`src/pkg/bsp_pkg.sv`:
```
// Holds the constants, types and state layout of the buck start-up protection sequencer.
// Assumes a 25 MHz sys_clk and analog comparators and converters outside this logic.
package bsp_pkg;

  // ----------------------------------------------------------------------
  // Timing
  // ----------------------------------------------------------------------
  localparam int CLK_PERIOD_NS  = 40;
  localparam int PWM_FREQ_KHZ   = 300;
  localparam int PWM_PERIOD_CYC = 1000000 / (PWM_FREQ_KHZ * CLK_PERIOD_NS);
  localparam int MAX_DUTY_PCT   = 90;
  localparam int MAX_ON_CYC     = PWM_PERIOD_CYC * MAX_DUTY_PCT / 100;
  localparam int OV_DELAY_NS    = 20000;
  localparam int OV_DELAY_CYC   = (OV_DELAY_NS + CLK_PERIOD_NS - 1) / CLK_PERIOD_NS;
  localparam int RETRY_MS       = 6;
  localparam int RETRY_CYC      = RETRY_MS * 1000000 / CLK_PERIOD_NS;
  localparam int INIT_US        = 100;
  localparam int INIT_CYC       = INIT_US * 1000 / CLK_PERIOD_NS;
  localparam int RAMP_STEP_CYC  = 104;
  localparam int DET_DELAY_CYC  = 4;

  // ----------------------------------------------------------------------
  // Widths
  // ----------------------------------------------------------------------
  localparam int CODE_W = 10;
  localparam int TMR_W  = 18;
  localparam int PWM_W  = 7;
  localparam int OV_W   = 9;
  localparam int DET_W  = 3;

  // ----------------------------------------------------------------------
  // Levels in millivolt codes
  // ----------------------------------------------------------------------
  localparam int REF_MV      = 600;
  localparam int SS_END_NUM  = 13;
  localparam int SS_END_DEN  = 10;
  localparam logic [CODE_W-1:0] REF_CODE    = CODE_W'(REF_MV);
  localparam logic [CODE_W-1:0] SS_END_CODE = CODE_W'(REF_MV * SS_END_NUM / SS_END_DEN);
  localparam logic [CODE_W-1:0] FIXED_OCP_CODE = CODE_W'(300);
  localparam int OCS_DIV_SHIFT = 2;
  localparam logic [CODE_W-1:0] ZERO_CODE = 10'h000;

  // ----------------------------------------------------------------------
  // Comparator inputs
  // ----------------------------------------------------------------------
  typedef struct packed {
    logic supply_good;
    logic enable_high;
    logic comp_above_ceiling;
    logic switch_high;
    logic switch_below_ocp;
    logic fb_over;
    logic fb_under;
    logic pwm_on;
    logic hs_gate_low;
    logic ls_gate_low;
  } bsp_comp_t;

  localparam int COMP_W = $bits(bsp_comp_t);

  // ----------------------------------------------------------------------
  // Sequencer states
  // ----------------------------------------------------------------------
  typedef enum logic [6:0] {
    ST_OFF   = 7'h01,
    ST_SHUT  = 7'h02,
    ST_INIT  = 7'h04,
    ST_RAMP  = 7'h08,
    ST_RUN   = 7'h10,
    ST_RETRY = 7'h20,
    ST_LATCH = 7'h40
  } bsp_state_e_t;

  typedef struct packed {
    bsp_state_e_t        st;
    logic [TMR_W-1:0]    tmr;
    logic [PWM_W-1:0]    pwm_cnt;
    logic [OV_W-1:0]     ov_cnt;
    logic [DET_W-1:0]    det_cnt;
    logic                first_done;
    logic [CODE_W-1:0]   ramp;
    logic [CODE_W-1:0]   tgt;
    logic [CODE_W-1:0]   ocp_thr;
    logic                hsg;
    logic                lsg;
    logic                oc_trip;
    logic                ov_trip;
    logic                uv_trip;
    logic                ss_done;
    logic                ocs_src;
    logic                en_src;
  } bsp_state_t;

endpackage

```
`src/design/bsp_sequencer.sv`:
```
// Holds the start-up, switching and protection sequencer of a synchronous buck controller.
// Assumes comparator outputs arrive asynchronously and ocs_level_code comes from a
// converter clocked by sys_clk; ramp and threshold codes feed converters outside.
`timescale 1ns/1ps

// How it works
// - Stay off until the supply-good comparator reports supply above its rising threshold.
// - Enable comparator rising while active starts a soft-start cycle.
// - Enable node held low by outside transistor keeps the block shut down.
// - Charge source on enable node runs whenever supply is good, also while the node is held low, up to the ceiling.
// - Charge source switches off when the node exceeds the ceiling.
// - Regulation target is the lower of reference and rising ramp.
// - Soft-start ends at ramp 1.3 times reference; voltage checks start then.
// - Initialise and capture overcurrent limit before the ramp starts.
// - At first high-side turn-on, low switch node aborts the soft-start.
// - After a missing-input abort, wait 6 ms and retry soft-start.
// - High-side on-time capped at 90 percent of each period.
// - Switch node below negative threshold while low side on in ramp or run trips overcurrent.
// - Programmed threshold is one quarter of the set pin voltage.
// - Feedback above 125 percent of reference trips overvoltage.
// - After soft-start, feedback below 30 percent of reference trips undervoltage.
// - Undervoltage turns both gates off; overvoltage holds low side on.
// - Voltage trips latch until supply reset or enable toggled low.
// - Enable node low stops switching and holds both gates low.
// - A gate turns on only after the other gate is sensed off.
// - Switching runs at a fixed 300 kHz period.
// - Overvoltage must persist 20 us before the trip acts.
module bsp_sequencer #(
  parameter int RETRY_CYC_P      = bsp_pkg::RETRY_CYC,
  parameter int RAMP_STEP_CYC_P  = bsp_pkg::RAMP_STEP_CYC,
  parameter bit PROGRAMMABLE_OCP = 1'b1
) (
  input  wire logic                        sys_clk,
  input  wire logic                        rst,
  input  wire bsp_pkg::bsp_comp_t          comp_in,
  input  wire logic [bsp_pkg::CODE_W-1:0]  ocs_level_code,
  output logic                             high_side_gate,
  output logic                             low_side_gate,
  output logic                             overcurrent_trip,
  output logic                             overvoltage_trip,
  output logic                             undervoltage_trip,
  output logic                             soft_start_done,
  output logic                             enable_source_on,
  output logic                             ocs_source_on,
  output logic [bsp_pkg::CODE_W-1:0]       target_code,
  output logic [bsp_pkg::CODE_W-1:0]       ocp_threshold_code
);

  // ----------------------------------------------------------------------
  // Constants at working widths
  // ----------------------------------------------------------------------
  localparam logic [bsp_pkg::TMR_W-1:0] INIT_LAST  = bsp_pkg::TMR_W'(bsp_pkg::INIT_CYC - 1);
  localparam logic [bsp_pkg::TMR_W-1:0] RETRY_LAST = bsp_pkg::TMR_W'(RETRY_CYC_P - 1);
  localparam logic [bsp_pkg::TMR_W-1:0] STEP_LAST  =
    bsp_pkg::TMR_W'(RAMP_STEP_CYC_P - 1);
  localparam logic [bsp_pkg::PWM_W-1:0] PWM_LAST   =
    bsp_pkg::PWM_W'(bsp_pkg::PWM_PERIOD_CYC - 1);
  localparam logic [bsp_pkg::PWM_W-1:0] MAX_ON     = bsp_pkg::PWM_W'(bsp_pkg::MAX_ON_CYC);
  localparam logic [bsp_pkg::OV_W-1:0]  OV_LAST    =
    bsp_pkg::OV_W'(bsp_pkg::OV_DELAY_CYC - 1);
  localparam logic [bsp_pkg::DET_W-1:0] DET_LAST   =
    bsp_pkg::DET_W'(bsp_pkg::DET_DELAY_CYC - 1);

  localparam bsp_pkg::bsp_state_t RESET_STATE = '{
    st:         bsp_pkg::ST_OFF,
    tmr:        '0,
    pwm_cnt:    '0,
    ov_cnt:     '0,
    det_cnt:    '0,
    first_done: 1'b0,
    ramp:       bsp_pkg::ZERO_CODE,
    tgt:        bsp_pkg::ZERO_CODE,
    ocp_thr:    bsp_pkg::FIXED_OCP_CODE,
    hsg:        1'b0,
    lsg:        1'b0,
    oc_trip:    1'b0,
    ov_trip:    1'b0,
    uv_trip:    1'b0,
    ss_done:    1'b0,
    ocs_src:    1'b0,
    en_src:     1'b0
  };

  // ----------------------------------------------------------------------
  // Comparator synchronisation
  // ----------------------------------------------------------------------
  bsp_pkg::bsp_comp_t comp_s;
  logic [bsp_pkg::COMP_W-1:0] comp_s_vec;

  bsp_sync #(
    .W (bsp_pkg::COMP_W)
  ) u_sync (
    .sys_clk  (sys_clk),
    .rst      (rst),
    .async_in (comp_in),
    .sync_out (comp_s_vec)
  );

  assign comp_s = bsp_pkg::bsp_comp_t'(comp_s_vec);

  // ----------------------------------------------------------------------
  // State
  // ----------------------------------------------------------------------
  bsp_pkg::bsp_state_t q_ff;
  bsp_pkg::bsp_state_t nxt_q;

  logic switching;
  logic hs_req;
  logic ls_req;

  always_comb begin
    nxt_q     = q_ff;
    switching = 1'b0;
    hs_req    = 1'b0;
    ls_req    = 1'b0;

    unique case (q_ff.st)
      bsp_pkg::ST_OFF: begin
        if (comp_s.supply_good) begin
          nxt_q.st = bsp_pkg::ST_SHUT;
        end
      end
      bsp_pkg::ST_SHUT: begin
        if (comp_s.enable_high) begin
          nxt_q.st      = bsp_pkg::ST_INIT;
          nxt_q.tmr     = '0;
          nxt_q.ocs_src = PROGRAMMABLE_OCP;
        end
      end
      bsp_pkg::ST_INIT: begin
        nxt_q.tmr = q_ff.tmr + 1'b1;
        if (q_ff.tmr == INIT_LAST) begin
          if (PROGRAMMABLE_OCP) begin
            nxt_q.ocp_thr = ocs_level_code >> bsp_pkg::OCS_DIV_SHIFT;
          end else begin
            nxt_q.ocp_thr = bsp_pkg::FIXED_OCP_CODE;
          end
          nxt_q.ocs_src    = 1'b0;
          nxt_q.st         = bsp_pkg::ST_RAMP;
          nxt_q.tmr        = '0;
          nxt_q.ramp       = bsp_pkg::ZERO_CODE;
          nxt_q.first_done = 1'b0;
          nxt_q.det_cnt    = '0;
        end
      end
      bsp_pkg::ST_RAMP: begin
        nxt_q.tmr = q_ff.tmr + 1'b1;
        if (q_ff.tmr == STEP_LAST) begin
          nxt_q.tmr  = '0;
          nxt_q.ramp = q_ff.ramp + 1'b1;
        end
        if (q_ff.ramp >= bsp_pkg::SS_END_CODE) begin
          nxt_q.st      = bsp_pkg::ST_RUN;
          nxt_q.ramp    = q_ff.ramp;
          nxt_q.ss_done = 1'b1;
        end
        if (!q_ff.first_done && q_ff.hsg) begin
          nxt_q.det_cnt = q_ff.det_cnt + 1'b1;
          if (q_ff.det_cnt == DET_LAST) begin
            nxt_q.first_done = 1'b1;
            if (!comp_s.switch_high) begin
              nxt_q.st  = bsp_pkg::ST_RETRY;
              nxt_q.tmr = '0;
            end
          end
        end
      end
      bsp_pkg::ST_RUN: begin
        if (comp_s.fb_over) begin
          nxt_q.ov_cnt = q_ff.ov_cnt + 1'b1;
          if (q_ff.ov_cnt == OV_LAST) begin
            nxt_q.ov_trip = 1'b1;
            nxt_q.st      = bsp_pkg::ST_LATCH;
          end
        end else begin
          nxt_q.ov_cnt = '0;
        end
        if (comp_s.fb_under) begin
          nxt_q.uv_trip = 1'b1;
          nxt_q.st      = bsp_pkg::ST_LATCH;
        end
      end
      bsp_pkg::ST_RETRY: begin
        nxt_q.tmr = q_ff.tmr + 1'b1;
        if (q_ff.tmr == RETRY_LAST) begin
          nxt_q.st      = bsp_pkg::ST_INIT;
          nxt_q.tmr     = '0;
          nxt_q.ocs_src = PROGRAMMABLE_OCP;
        end
      end
      bsp_pkg::ST_LATCH: begin
        nxt_q.st = bsp_pkg::ST_LATCH;
      end
      default: begin
        nxt_q.st = bsp_pkg::ST_OFF;
      end
    endcase

    // Overcurrent is watched while the low side conducts in ramp or run.
    if ((q_ff.st == bsp_pkg::ST_RAMP || q_ff.st == bsp_pkg::ST_RUN) &&
        q_ff.lsg && comp_s.switch_below_ocp) begin
      nxt_q.oc_trip = 1'b1;
      nxt_q.st      = bsp_pkg::ST_LATCH;
    end

    // Enable low or supply loss shuts down and clears every latch.
    if (!comp_s.supply_good) begin
      nxt_q    = RESET_STATE;
    end else if (!comp_s.enable_high && q_ff.st != bsp_pkg::ST_OFF) begin
      nxt_q.st      = bsp_pkg::ST_SHUT;
      nxt_q.oc_trip = 1'b0;
      nxt_q.ov_trip = 1'b0;
      nxt_q.uv_trip = 1'b0;
      nxt_q.ss_done = 1'b0;
      nxt_q.ocs_src = 1'b0;
      nxt_q.ramp    = bsp_pkg::ZERO_CODE;
      nxt_q.ov_cnt  = '0;
    end

    // ----------------------------------------------------------------------
    // Gate drive
    // ----------------------------------------------------------------------
    switching = (nxt_q.st == bsp_pkg::ST_RAMP) || (nxt_q.st == bsp_pkg::ST_RUN);
    if (switching) begin
      nxt_q.pwm_cnt = (q_ff.pwm_cnt == PWM_LAST) ? '0 : q_ff.pwm_cnt + 1'b1;
    end else begin
      nxt_q.pwm_cnt = '0;
    end
    hs_req = switching && comp_s.pwm_on && (q_ff.pwm_cnt < MAX_ON);
    ls_req = (switching && !hs_req) ||
             (nxt_q.st == bsp_pkg::ST_LATCH && nxt_q.ov_trip);
    nxt_q.hsg = hs_req && comp_s.ls_gate_low && !q_ff.lsg;
    nxt_q.lsg = ls_req && comp_s.hs_gate_low && !q_ff.hsg;

    // ----------------------------------------------------------------------
    // Source enables and target
    // ----------------------------------------------------------------------
    nxt_q.en_src = comp_s.supply_good && !comp_s.comp_above_ceiling;
    nxt_q.tgt    = (nxt_q.ramp < bsp_pkg::REF_CODE) ? nxt_q.ramp : bsp_pkg::REF_CODE;
  end

  always_ff @(posedge sys_clk) begin
    if (rst) begin
      q_ff <= RESET_STATE;
    end else begin
      q_ff <= nxt_q;
    end
  end

  // ----------------------------------------------------------------------
  // Outputs
  // ----------------------------------------------------------------------
  assign high_side_gate     = q_ff.hsg;
  assign low_side_gate      = q_ff.lsg;
  assign overcurrent_trip   = q_ff.oc_trip;
  assign overvoltage_trip   = q_ff.ov_trip;
  assign undervoltage_trip  = q_ff.uv_trip;
  assign soft_start_done    = q_ff.ss_done;
  assign enable_source_on   = q_ff.en_src;
  assign ocs_source_on      = q_ff.ocs_src;
  assign target_code        = q_ff.tgt;
  assign ocp_threshold_code = q_ff.ocp_thr;

endmodule

```
`src/design/bsp_sync.sv`:
```
// Holds a two-flip-flop synchroniser for a bundle of asynchronous levels.
// Assumes each bit is an independent level; multi-bit words are not kept coherent.
`timescale 1ns/1ps
module bsp_sync #(
  parameter int W = 1
) (
  input  wire logic         sys_clk,
  input  wire logic         rst,
  input  wire logic [W-1:0] async_in,
  output logic      [W-1:0] sync_out
);

  typedef struct packed {
    logic [W-1:0] s1;
    logic [W-1:0] s2;
  } bsp_sync_state_t;

  bsp_sync_state_t q_ff;
  bsp_sync_state_t nxt_q;

  // ----------------------------------------------------------------------
  // Two stages; only the second stage is read outside.
  // ----------------------------------------------------------------------
  always_comb begin
    nxt_q    = q_ff;
    nxt_q.s1 = async_in;
    nxt_q.s2 = q_ff.s1;
  end

  always_ff @(posedge sys_clk) begin
    if (rst) begin
      q_ff <= '0;
    end else begin
      q_ff <= nxt_q;
    end
  end

  assign sync_out = q_ff.s2;

endmodule

```
`config.mk`:
```
export PLATFORM = sky130hd
export DESIGN_NAME = bsp_sequencer
export DESIGN_NICKNAME = d
export VERILOG_FILES = /design/src/pkg/bsp_pkg.sv /design/src/design/bsp_sequencer.sv /design/src/design/bsp_sync.sv
export SDC_FILE = /design/constraint.sdc
export NUM_CORES = 1
export LEC_CHECK = 0
export BUFFER_PORTS_ARGS = -buffer_cell sky130_fd_sc_hd__buf_2
export CORE_MARGIN = 1
export CORE_UTILIZATION = 38
export CTS_BUF_LIST = sky130_fd_sc_hd__clkbuf_16
export CTS_CLUSTER_SIZE = 14
export DETAILED_ROUTE_END_ITERATION = 7
export PLACE_DENSITY_LB_ADDON = 0.15
export SLEW_MARGIN = 20
export SYNTH_ARGS = -nofsm -noshare
export SYNTH_HDL_FRONTEND = slang
export SYNTH_SLANG_ARGS = --single-unit
```
`constraint.sdc`:
```
create_clock -name sys_clk -period 4.1 [get_ports sys_clk]
set_clock_uncertainty 0.15 [all_clocks]
set_input_delay 0.41 -clock sys_clk [delete_from_list [all_inputs] [get_ports sys_clk]]
set_output_delay 0.41 -clock sys_clk [all_outputs]
set_load 0.02 [all_outputs]
```
==> results.toml, run 1 <==
[status]
status = "finished clean"

[placed_design]
dp_slack_ps = 819
hpwlAfterDp_um = 7100
gp_congestion = 0.833
dp.cells = 725
portBuffers = 46

[setup_path]
cp_max_fo = 10
end_kind = "flip-flop"
rr_endpoint = "target_code[2]"
r2r-start = "q_ff[58]"
rrSetupSlack_ps = 830
rr_worst_depth = 8
slowest_delay_ps = 570
cp_data_arrival_time_ps = 3340
criticalPathCategory = "reg2reg"
path_cells = "ha_1, nor4b_2, nand3_1, or3_1, or4_1, o211a_2, a2111oi_2, nor3b_1"
startpoint = "q_ff[58]"
critPathRequiredTime_ps = 4160
cp-endpoint = "target_code[2]"
worstSetupStartpointType = "flip-flop"
slowest_stage = "a2111oi_2"

[floorplanning]
core_area_um2 = 12100
fp.dieH_um = 113
start_util_pct = 39.1
ios = 50
die_area_um2 = 12900
die_w_um = 113
rows = 40

[timing]
fin_hold_ws_ps = 113
max_slew_margin_pct = 48.8
fin_setup_tns_ps = 0
slew_violations = 0
rsz0062_at_grt = "false"
max_freq_ghz = 0.305
worstMarginPinSlew_ps = 761
fin_crit_sh_pct = 79.9
fin_crit_ps = 3270
hold_violations = 0
layout_setup_ws_ps = 826
setup_viol = 0

[cts]
cts_tree = "yes"
cts_max_path_buffers = 2
h-tree-depth = 3
post_cts_buffers = 0
cts_buffers = 9
ctsResizeCount = 0
insertion_delay_ps = 360
clockRootBuffer = "clkbuf_16"
path_clk_slew_ps = 70
cts_hold_buf = 0
clkSinkCount = 102

[synthesis]
ys.flop_type = "dfxtp_1"
synthCells = 547
synth_edf_count = 0
ys_warn_count = 0
synth.distinct_cells = 65
synthArstFlopShare_pct = 0
netlist_area_um2 = 4720
syn_nets = 577
yosysSeqAreaShare_pct = 43.3
synth_seq_cells = 102
avgSynthCellArea_um2 = 8.63

[worst_hold_path]
min_path_type = "in2reg"

[global_route]
grt_overflow = 0
grtUsageTotal_pct = 16.7
antenna_found_initial = 0
grt_max_degree = 23
grt_pass1_wl_um = 16900
first_global_vias = 3524

[power]
p_leak_nw = 1.88
worst_ir_drop_vdd_mv = 0.265
power.density_nw_per_um2 = 348

[layout]
area_delta_synth_final_pct = 10.7
fin_nets = 598
final_cells = 740
drive_above_1_share_pct = 15.0
utilization_pct = 43.3
n_antenna_cell = 0

[route]
num_vias = 3743
route.detailed.drc = 0
wl_per_cell_um = 13.5
drtIter0Drc = 166
postRouteAntennaNets = 0
vias_per_cell = 5.06
wl_um = 9960
dr.pass1.iters = 4

[run]
cap_violations = 0
## flip-flops by register name, indices dropped and copies added (netlist names), 9 cells and up
register            cells
q_ff                   55
target_code            10
u_sync.nxt_q           10
u_sync.sync_out        10
ocp_threshold_code      9
## report_power, final
group          switching [mW]  total [mW]  internal [mW]
clock                   0.372       0.779          0.407
combinational          0.0194      0.0361         0.0167
sequential            0.00438        1.00           1.00
total                   0.396        1.82           1.42
## critical path, delay by kind of cell (launching register included)
kind	cells	cell delay [ps]
simple gates	5	1650
fa+ha+maj	1	210
compound gates	2	730
flops	1	390
## how the worst min path moves through the flow
stage	cells after the start	startpoint	endpoint	slack [ps]
2_1_floorplan	1	u_sync.sync_out[7]	enable_source_on	220
4_1_cts	2	comp_in[5]	u_sync.nxt_q[5]	100
6_report	3	ocs_level_code[5]	ocp_threshold_code[3]	110
5_1_grt	2	comp_in[9]	u_sync.nxt_q[9]	100
3_5_place_dp	1	u_sync.sync_out[7]	enable_source_on	230
3_3_place_gp	1	u_sync.sync_out[7]	enable_source_on	230
## cell usage in the layout (no fill, tap or decap), types with 3 or more instances in the layout
cell type	n
nor2_1	68
and2_1	5
clkbuf_16	9
a311oi_1	3
and4_1	7
xor2_1	11
a21oi_1	31
o31ai_1	4
ha_1	8
a31o_2	3
nand2b_1	4
o211ai_1	3
nor4_1	8
nor3_1	17
mux2i_1	3
o21ai_0	13
nand2_1	49
nand3_1	26
o21a_1	7
nor3b_1	6
nand4_1	10
dfxtp_1	102
xnor2_1	17
buf_2	46
nor4b_1	5
or3_1	9
buf_4	6
and3_1	8
inv_1	17
nor2b_1	23
## through the flow
stage               area [µm²]  power [mW]
finish                    5220        1.82
global placement          4960        1.06
floorplan                 4720        1.05
global route              5220        1.90
CTS                       5220        1.85
detailed placement        4960        1.06
## per-layer routing
layer	track usage [%]	vias to the layer above	part of all wire [%]	wire, µm
met5	0	-	0	0
li1	-	1925	-	-
met4	5.18	0	1.5	146
met1	21.5	1737	49	4840
met3	5.63	13	4.3	425
met2	26.5	68	46	4550
## synthesized netlist by cell type, types with 2 or more instances
master    instances  area [µm²]
nor3_1           17        85.1
o21a_1            7        52.6
or3_1             9        56.3
or4_1             2        15.0
buf_2             5        25.0
a21oi_1          31         155
a311oi_1          3        26.3
nand2_1          49         184
and2_1            5        31.3
nand4_1          10        62.6
nand3b_1          2        15.0
mux2i_1           3        30.0
nor4b_1           5        43.8
or2_2             2        12.5
inv_1            16        60.1
o21ai_1           2        10.0
o211a_1           2        20.0
nor2b_1          23         144
o211ai_1          3        22.5
nand2b_1          4        25.0
nor3b_1           6        45.0
ha_1              8         100
nor2_1           68         255
a31o_2            3        26.3
buf_4            20         150
clkbuf_1         15        56.3
a31oi_1           2        12.5
nand3_1          26         130
dfxtp_1         102        2040
xnor2_1          17         149
nor4_1            8        50.1
xor2_1           11        96.3
o21ai_0          13        65.1
and4_1            7        61.3
and3_1            8        50.1
o31ai_1           4        30.0
## cell families after synthesis
kind of cell,synth area share (%)
simple gates,29.8
buf+inv,6.50
compound gates,12.2
mux,0.875
other cells,0.0795
flops,43.3
xor+xnor,5.20
fa+ha+maj,2.12
## layout make-up
cell class	count	area, µm²
clock buffers	9	225
clock inverters	6	41.3
fillers	1206	6840
inverters	16	60.1
multi-input cells	387	2370
flip-flops and latches	102	2040
well taps	168	210
repair buffers	52	275
No activity file was read; power rests on OpenSTA's default activity.
==> inputs of run 2 (changes only) <==
==> constraint.sdc (replaced) <==
create_clock -name sys_clk -period 2.91 [get_ports sys_clk]
set_clock_uncertainty 0.15 [all_clocks]
set_input_delay 0.291 -clock sys_clk [delete_from_list [all_inputs] [get_ports sys_clk]]
set_output_delay 0.291 -clock sys_clk [all_outputs]
set_load 0.02 [all_outputs]
==> run 2 against run 1 <==
  * Power increased by 43%
  * Die area unchanged
  * First-iteration DRC count increased by 16%
  * Via count increased by 5.5%
  * Clock power increased by 45%
  * Critical path type unchanged
  * Critical endpoint is now q_ff[74]
  * Highest routed layer unchanged
==> results.toml, run 2 (same netlist as run 1, synthesis figures left out) <==
[layout]
fin_area_um2 = 5620
drive_above_1_share_pct = 20.7
n_antenna_cell = 0
top_register = "q_ff"
multi_input_area_um2 = 2400
largest_register_ffs = 55
fin_nets = 642
area_delta_synth_final_pct = 19.1
layout_commonest_cell = "dfxtp_1"
register_area_um2 = 2050
nFillCells = 1217
most-common-layout-cells = "dfxtp_1, nor2_1, nand2_1"

[floorplanning]
die_w_um = 113
ios = 50
start_util_pct = 39.1
die_area_um2 = 12900
core_area_um2 = 12100
rows = 40
fp.dieH_um = 113

[timing]
rsz0062_at_grt = "false"
hold_violations = 0
fin_crit_sh_pct = 96.7
worstMarginPinSlew_ps = 600
max_slew_margin_pct = 59.7
fin_setup_tns_ps = 0
layout_setup_ws_ps = 96.3
slew_violations = 0
max_freq_ghz = 0.355
setup_viol = 0
fin_crit_ps = 2810

[global_route]
grt_max_degree = 23
grtUsageTotal_pct = 17.2
grt_overflow = 0
first_global_vias = 3704
grt_pass1_wl_um = 17500
antenna_found_initial = 0

[cts]
cts_buffers = 9
clkSinkCount = 102
h-tree-depth = 3
clockRootBuffer = "clkbuf_16"
path_clk_slew_ps = 70
cts_tree = "yes"
insertion_delay_ps = 350
cts_max_path_buffers = 2

[placed_design]
hpwlAfterDp_um = 7500
dp_slack_ps = 86.5
portBuffers = 46
gp_congestion = 0.895
dpl-instance-area_um2 = 5210

[route]
num_vias = 3950
route.detailed.drc = 0
wl_um = 10300
postRouteAntennaNets = 0
wl_per_cell_um = 13.1
vias_per_cell = 5.03
dr.pass1.iters = 4
drtIter0Drc = 192

[setup_path]
worstSetupStartpointType = "flip-flop"
criticalPathCategory = "reg2reg"
cp_data_arrival_time_ps = 2950
critPathRequiredTime_ps = 3050
cp_max_fo = 5
startpoint = "q_ff[82]"
r2r-start = "q_ff[82]"
end_kind = "flip-flop"

[power]
worst_ir_drop_vdd_mv = 0.426
p_leak_nw = 2.11
power.density_nw_per_um2 = 464

[run]
cap_violations = 0

[worst_hold_path]
worstHoldStart = "comp_in[4]"
min_path_type = "in2reg"

[status]
status = "finished clean"
==> run 2: cell count changes in the layout (fill, tap and decap cells not counted), moves of 2 or more <==
| cell | before | now |
|---|---|---|
| buf_4 | 6 | 40 |
| clkinvlp_4 | 2 | 0 |
| dfxtp_1 | 102 | 99 |
| dfxtp_2 | 0 | 3 |
| dlygate4sd3_1 | 0 | 10 |
| inv_6 | 0 | 2 |
==> run 2: layout make-up <==
class,count,area share [%]
clock inverters,7,0.869
repair buffers,96,11.2
multi-input cells,387,42.7
flip-flops and latches,102,36.4
well taps,168,3.74
clock buffers,9,4.01
inverters,16,1.07
==> run 2: metrics by stage <==
| stage | total power, mW | hold slack, ps | std cells | util (%) |
|---|---|---|---|---|
| after floorplan | 1.48 | 218 | 547 | - |
| final | 2.60 | 10.2 | 785 | 46.6 |
| after detailed placement | 1.50 | 229 | 759 | 43.2 |
| after CTS | 2.65 | 0.560 | 785 | 46.3 |
| after global placement | 1.50 | 228 | 759 | 43.2 |
| after global routing | 2.72 | 2.58 | 785 | 46.6 |
==> run 2: worst max-delay path, stage by stage (launching register included) <==
cell	delay, ps
dfxtp_1	360
or4_4	560
or4b_4	590
a21oi_4	140
a211oi_1	100
or4_1	520
o22a_1	200
a21oi_1	120
==> run 2: what timing repair did <==
item                       4_1_cts  5_1_grt
hold endpoints to repair        10        0
hold buffers                    10        0
resized for setup                0       10
setup endpoints to repair        0       10
buffers inserted                 0        0
==> run 2: report_power, final <==
group / switching (mW) / internal, mW
clock network: 0.544 / 0.583
logic: 0.0298 / 0.0337
registers: 0.00563 / 1.41
total: 0.579 / 2.03
==> run 2: worst paths after layout <==
| path | slack, ps | depth (start not counted) | endpoint |
|---|---|---|---|
| worst max-delay path | 100 | 7 | q_ff[74] |
| worst min register to register | 230 | 1 | enable_source_on |
| worst min-delay path | 10 | 2 | u_sync.nxt_q[4] |
| worst max register to register | 100 | 7 | q_ff[74] |
==> run 2: metal layers <==
layer | up-vias | track usage (%) | routed length [µm]
met5 | - | 0 | 0
met4 | 0 | 7.02 | 204
met3 | 20 | 4.52 | 433
met2 | 75 | 28.0 | 4770
met1 | 1837 | 21.7 | 4900
li1 | 2018 | - | -
==> inputs of run 3 (changes only) <==
--- a/config.mk
+++ b/config.mk
@@ -5,12 +5,12 @@
 export SDC_FILE = /design/constraint.sdc
 export NUM_CORES = 1
 export LEC_CHECK = 0
-export BUFFER_PORTS_ARGS = -buffer_cell sky130_fd_sc_hd__buf_2
 export CORE_MARGIN = 1
 export CORE_UTILIZATION = 38
 export CTS_BUF_LIST = sky130_fd_sc_hd__clkbuf_16
 export CTS_CLUSTER_SIZE = 14
 export DETAILED_ROUTE_END_ITERATION = 7
+export DONT_BUFFER_PORTS = 1
 export PLACE_DENSITY_LB_ADDON = 0.15
 export SLEW_MARGIN = 20
 export SYNTH_ARGS = -nofsm -noshare
==> run 3 against run 2 <==
  * Power shrank 1.5%
  * Register-to-register slack is essentially flat
  * Sequential cell count is the same
  * Clock-buffer cell count is the same
  * Sequential power is essentially flat
  * Critical path depth is the same
  * Utilization shrank 1.0 points
  * Critical path type unchanged
  * Critical endpoint unchanged
  * Largest cell class unchanged
  * Largest power group unchanged
==> results.toml, run 3 (same netlist as run 1, synthesis figures left out) <==
[cts]
h-tree-depth = 3
cts_tree = "yes"
cts_max_path_buffers = 2
cts_buffers = 9
clockRootBuffer = "clkbuf_16"
path_clk_slew_ps = 70
clkSinkCount = 102
insertion_delay_ps = 350

[route]
route.detailed.drc = 0
drtIter0Drc = 144
wl_um = 10300
num_vias = 3740
dr.pass1.iters = 4
vias_per_cell = 5.00
postRouteAntennaNets = 0
wl_per_cell_um = 13.8

[setup_path]
cp_max_fo = 6
rr_endpoint = "q_ff[74]"
criticalPathCategory = "reg2reg"
worstSetupStartpointType = "flip-flop"
rr_worst_depth = 7
critPathRequiredTime_ps = 3030
cp_data_arrival_time_ps = 2950
startpoint = "q_ff[79]"
rrSetupSlack_ps = 90
r2r-start = "q_ff[79]"
cp-endpoint = "q_ff[74]"
end_kind = "flip-flop"

[timing]
slew_violations = 0
max_freq_ghz = 0.354
fin_setup_tns_ps = 0
rsz0062_at_grt = "false"
fin_crit_sh_pct = 97.0
fin_crit_ps = 2820
hold_violations = 0
max_slew_margin_pct = 55.8
worstMarginPinSlew_ps = 661
setup_viol = 0

[global_route]
antenna_found_initial = 0
grt_max_degree = 21
grtUsageTotal_pct = 16.8
grt_pass1_wl_um = 17000
first_global_vias = 3525
grt_overflow = 0

[floorplanning]
rows = 40
start_util_pct = 39.1
core_area_um2 = 12100
ios = 50
die_area_um2 = 12900
fp.dieH_um = 113
die_w_um = 113

[layout]
nFillCells = 1191
fin_nets = 606
n_antenna_cell = 0
most-common-layout-cells = "dfxtp_1, nor2_1, nand2_1"
largest_register_ffs = 55
area_delta_synth_final_pct = 16.4
layout_commonest_cell = "dfxtp_1"
drive_above_1_share_pct = 13.8
top_register = "q_ff"

[placed_design]
hpwlAfterDp_um = 7570
gp_congestion = 0.824
portBuffers = 0

[worst_hold_path]
worstHoldStart = "rst"
min_path_type = "in2reg"

[power]
worst_ir_drop_vdd_mv = 0.413
power.total_mw = 2.57
power.density_nw_per_um2 = 467
p_leak_nw = 1.95

[status]
status = "finished clean"

[run]
cap_violations = 0
-- run 3: cell count changes in the layout (fill, tap and decap cells not counted), moves of 2 or more --
cell and change:
dfxtp_2 -2, buf_2 -46, dlygate4sd3_1 +9, dfxtp_1 +2
-- run 3: final cells by class --
class                   count  area (µm²)  area share (%)
clock inverters             6        38.8           0.706
clock buffers               9         225            4.10
flip-flops and latches    102        2040            37.2
inverters                  16        60.1            1.09
repair buffers             60         510            9.29
well taps                 168         210            3.83
multi-input cells         387        2400            43.8
-- run 3: worst min-delay path by stage --
stage                                 end  cells after the start  slack (ps)
global route        ocp_threshold_code[8]                      3          60
finish              ocp_threshold_code[8]                      3          70
global placement       u_sync.sync_out[2]                      1         210
CTS                 ocp_threshold_code[8]                      3          50
floorplan                enable_source_on                      1         220
detailed placement        u_sync.nxt_q[6]                      1         220
-- run 3: routing by layer --
layer  vias to the layer above  GRT usage, %  wire length [µm]
met5                         -             0                 0
met3                         6          5.42               537
met4                         0          4.74                73
met1                      1712          22.0              4970
li1                       1940             -                 -
met2                        82          26.7              4710
-- run 3: metrics by stage --
step | utilization, % | instances | setup slack (ps) | instance area (µm²) | hold slack (ps)
after floorplan | - | 547 | 56.7 | 4720 | 218
final | 45.5 | 748 | 87.3 | 5490 | 68.0
after detailed placement | 41.5 | 714 | 7.64 | 5000 | 216
after CTS | 45.3 | 748 | 38.7 | 5470 | 51.5
after global placement | 41.5 | 714 | 45.3 | 5000 | 215
after global routing | 45.5 | 748 | 1.82 | 5490 | 63.1
-- run 3: critical path: stages, from the launching register on --
cell      delay, ps
dfxtp_1         370
or4_4           550
or4b_4          560
a21oi_4         170
a211oi_1         90
or4_1           510
o22a_1          200
a21oi_1         130
-- run 3: where the power goes --
group	internal, mW	leakage [nW]	switching (mW)
registers	1.41	0.827	0.00634
logic	0.0334	0.985	0.0279
clock network	0.575	0.135	0.514
total	2.02	1.95	0.548
-- run 3: repair_timing --
action                     4_1_cts  5_1_grt
hold buffers                    19        0
hold endpoints to repair        28        0
cloned                           0        0
setup endpoints to repair        4        8
pin swaps                        0        1
gates resized for setup          1        6
buffers inserted                 0        0
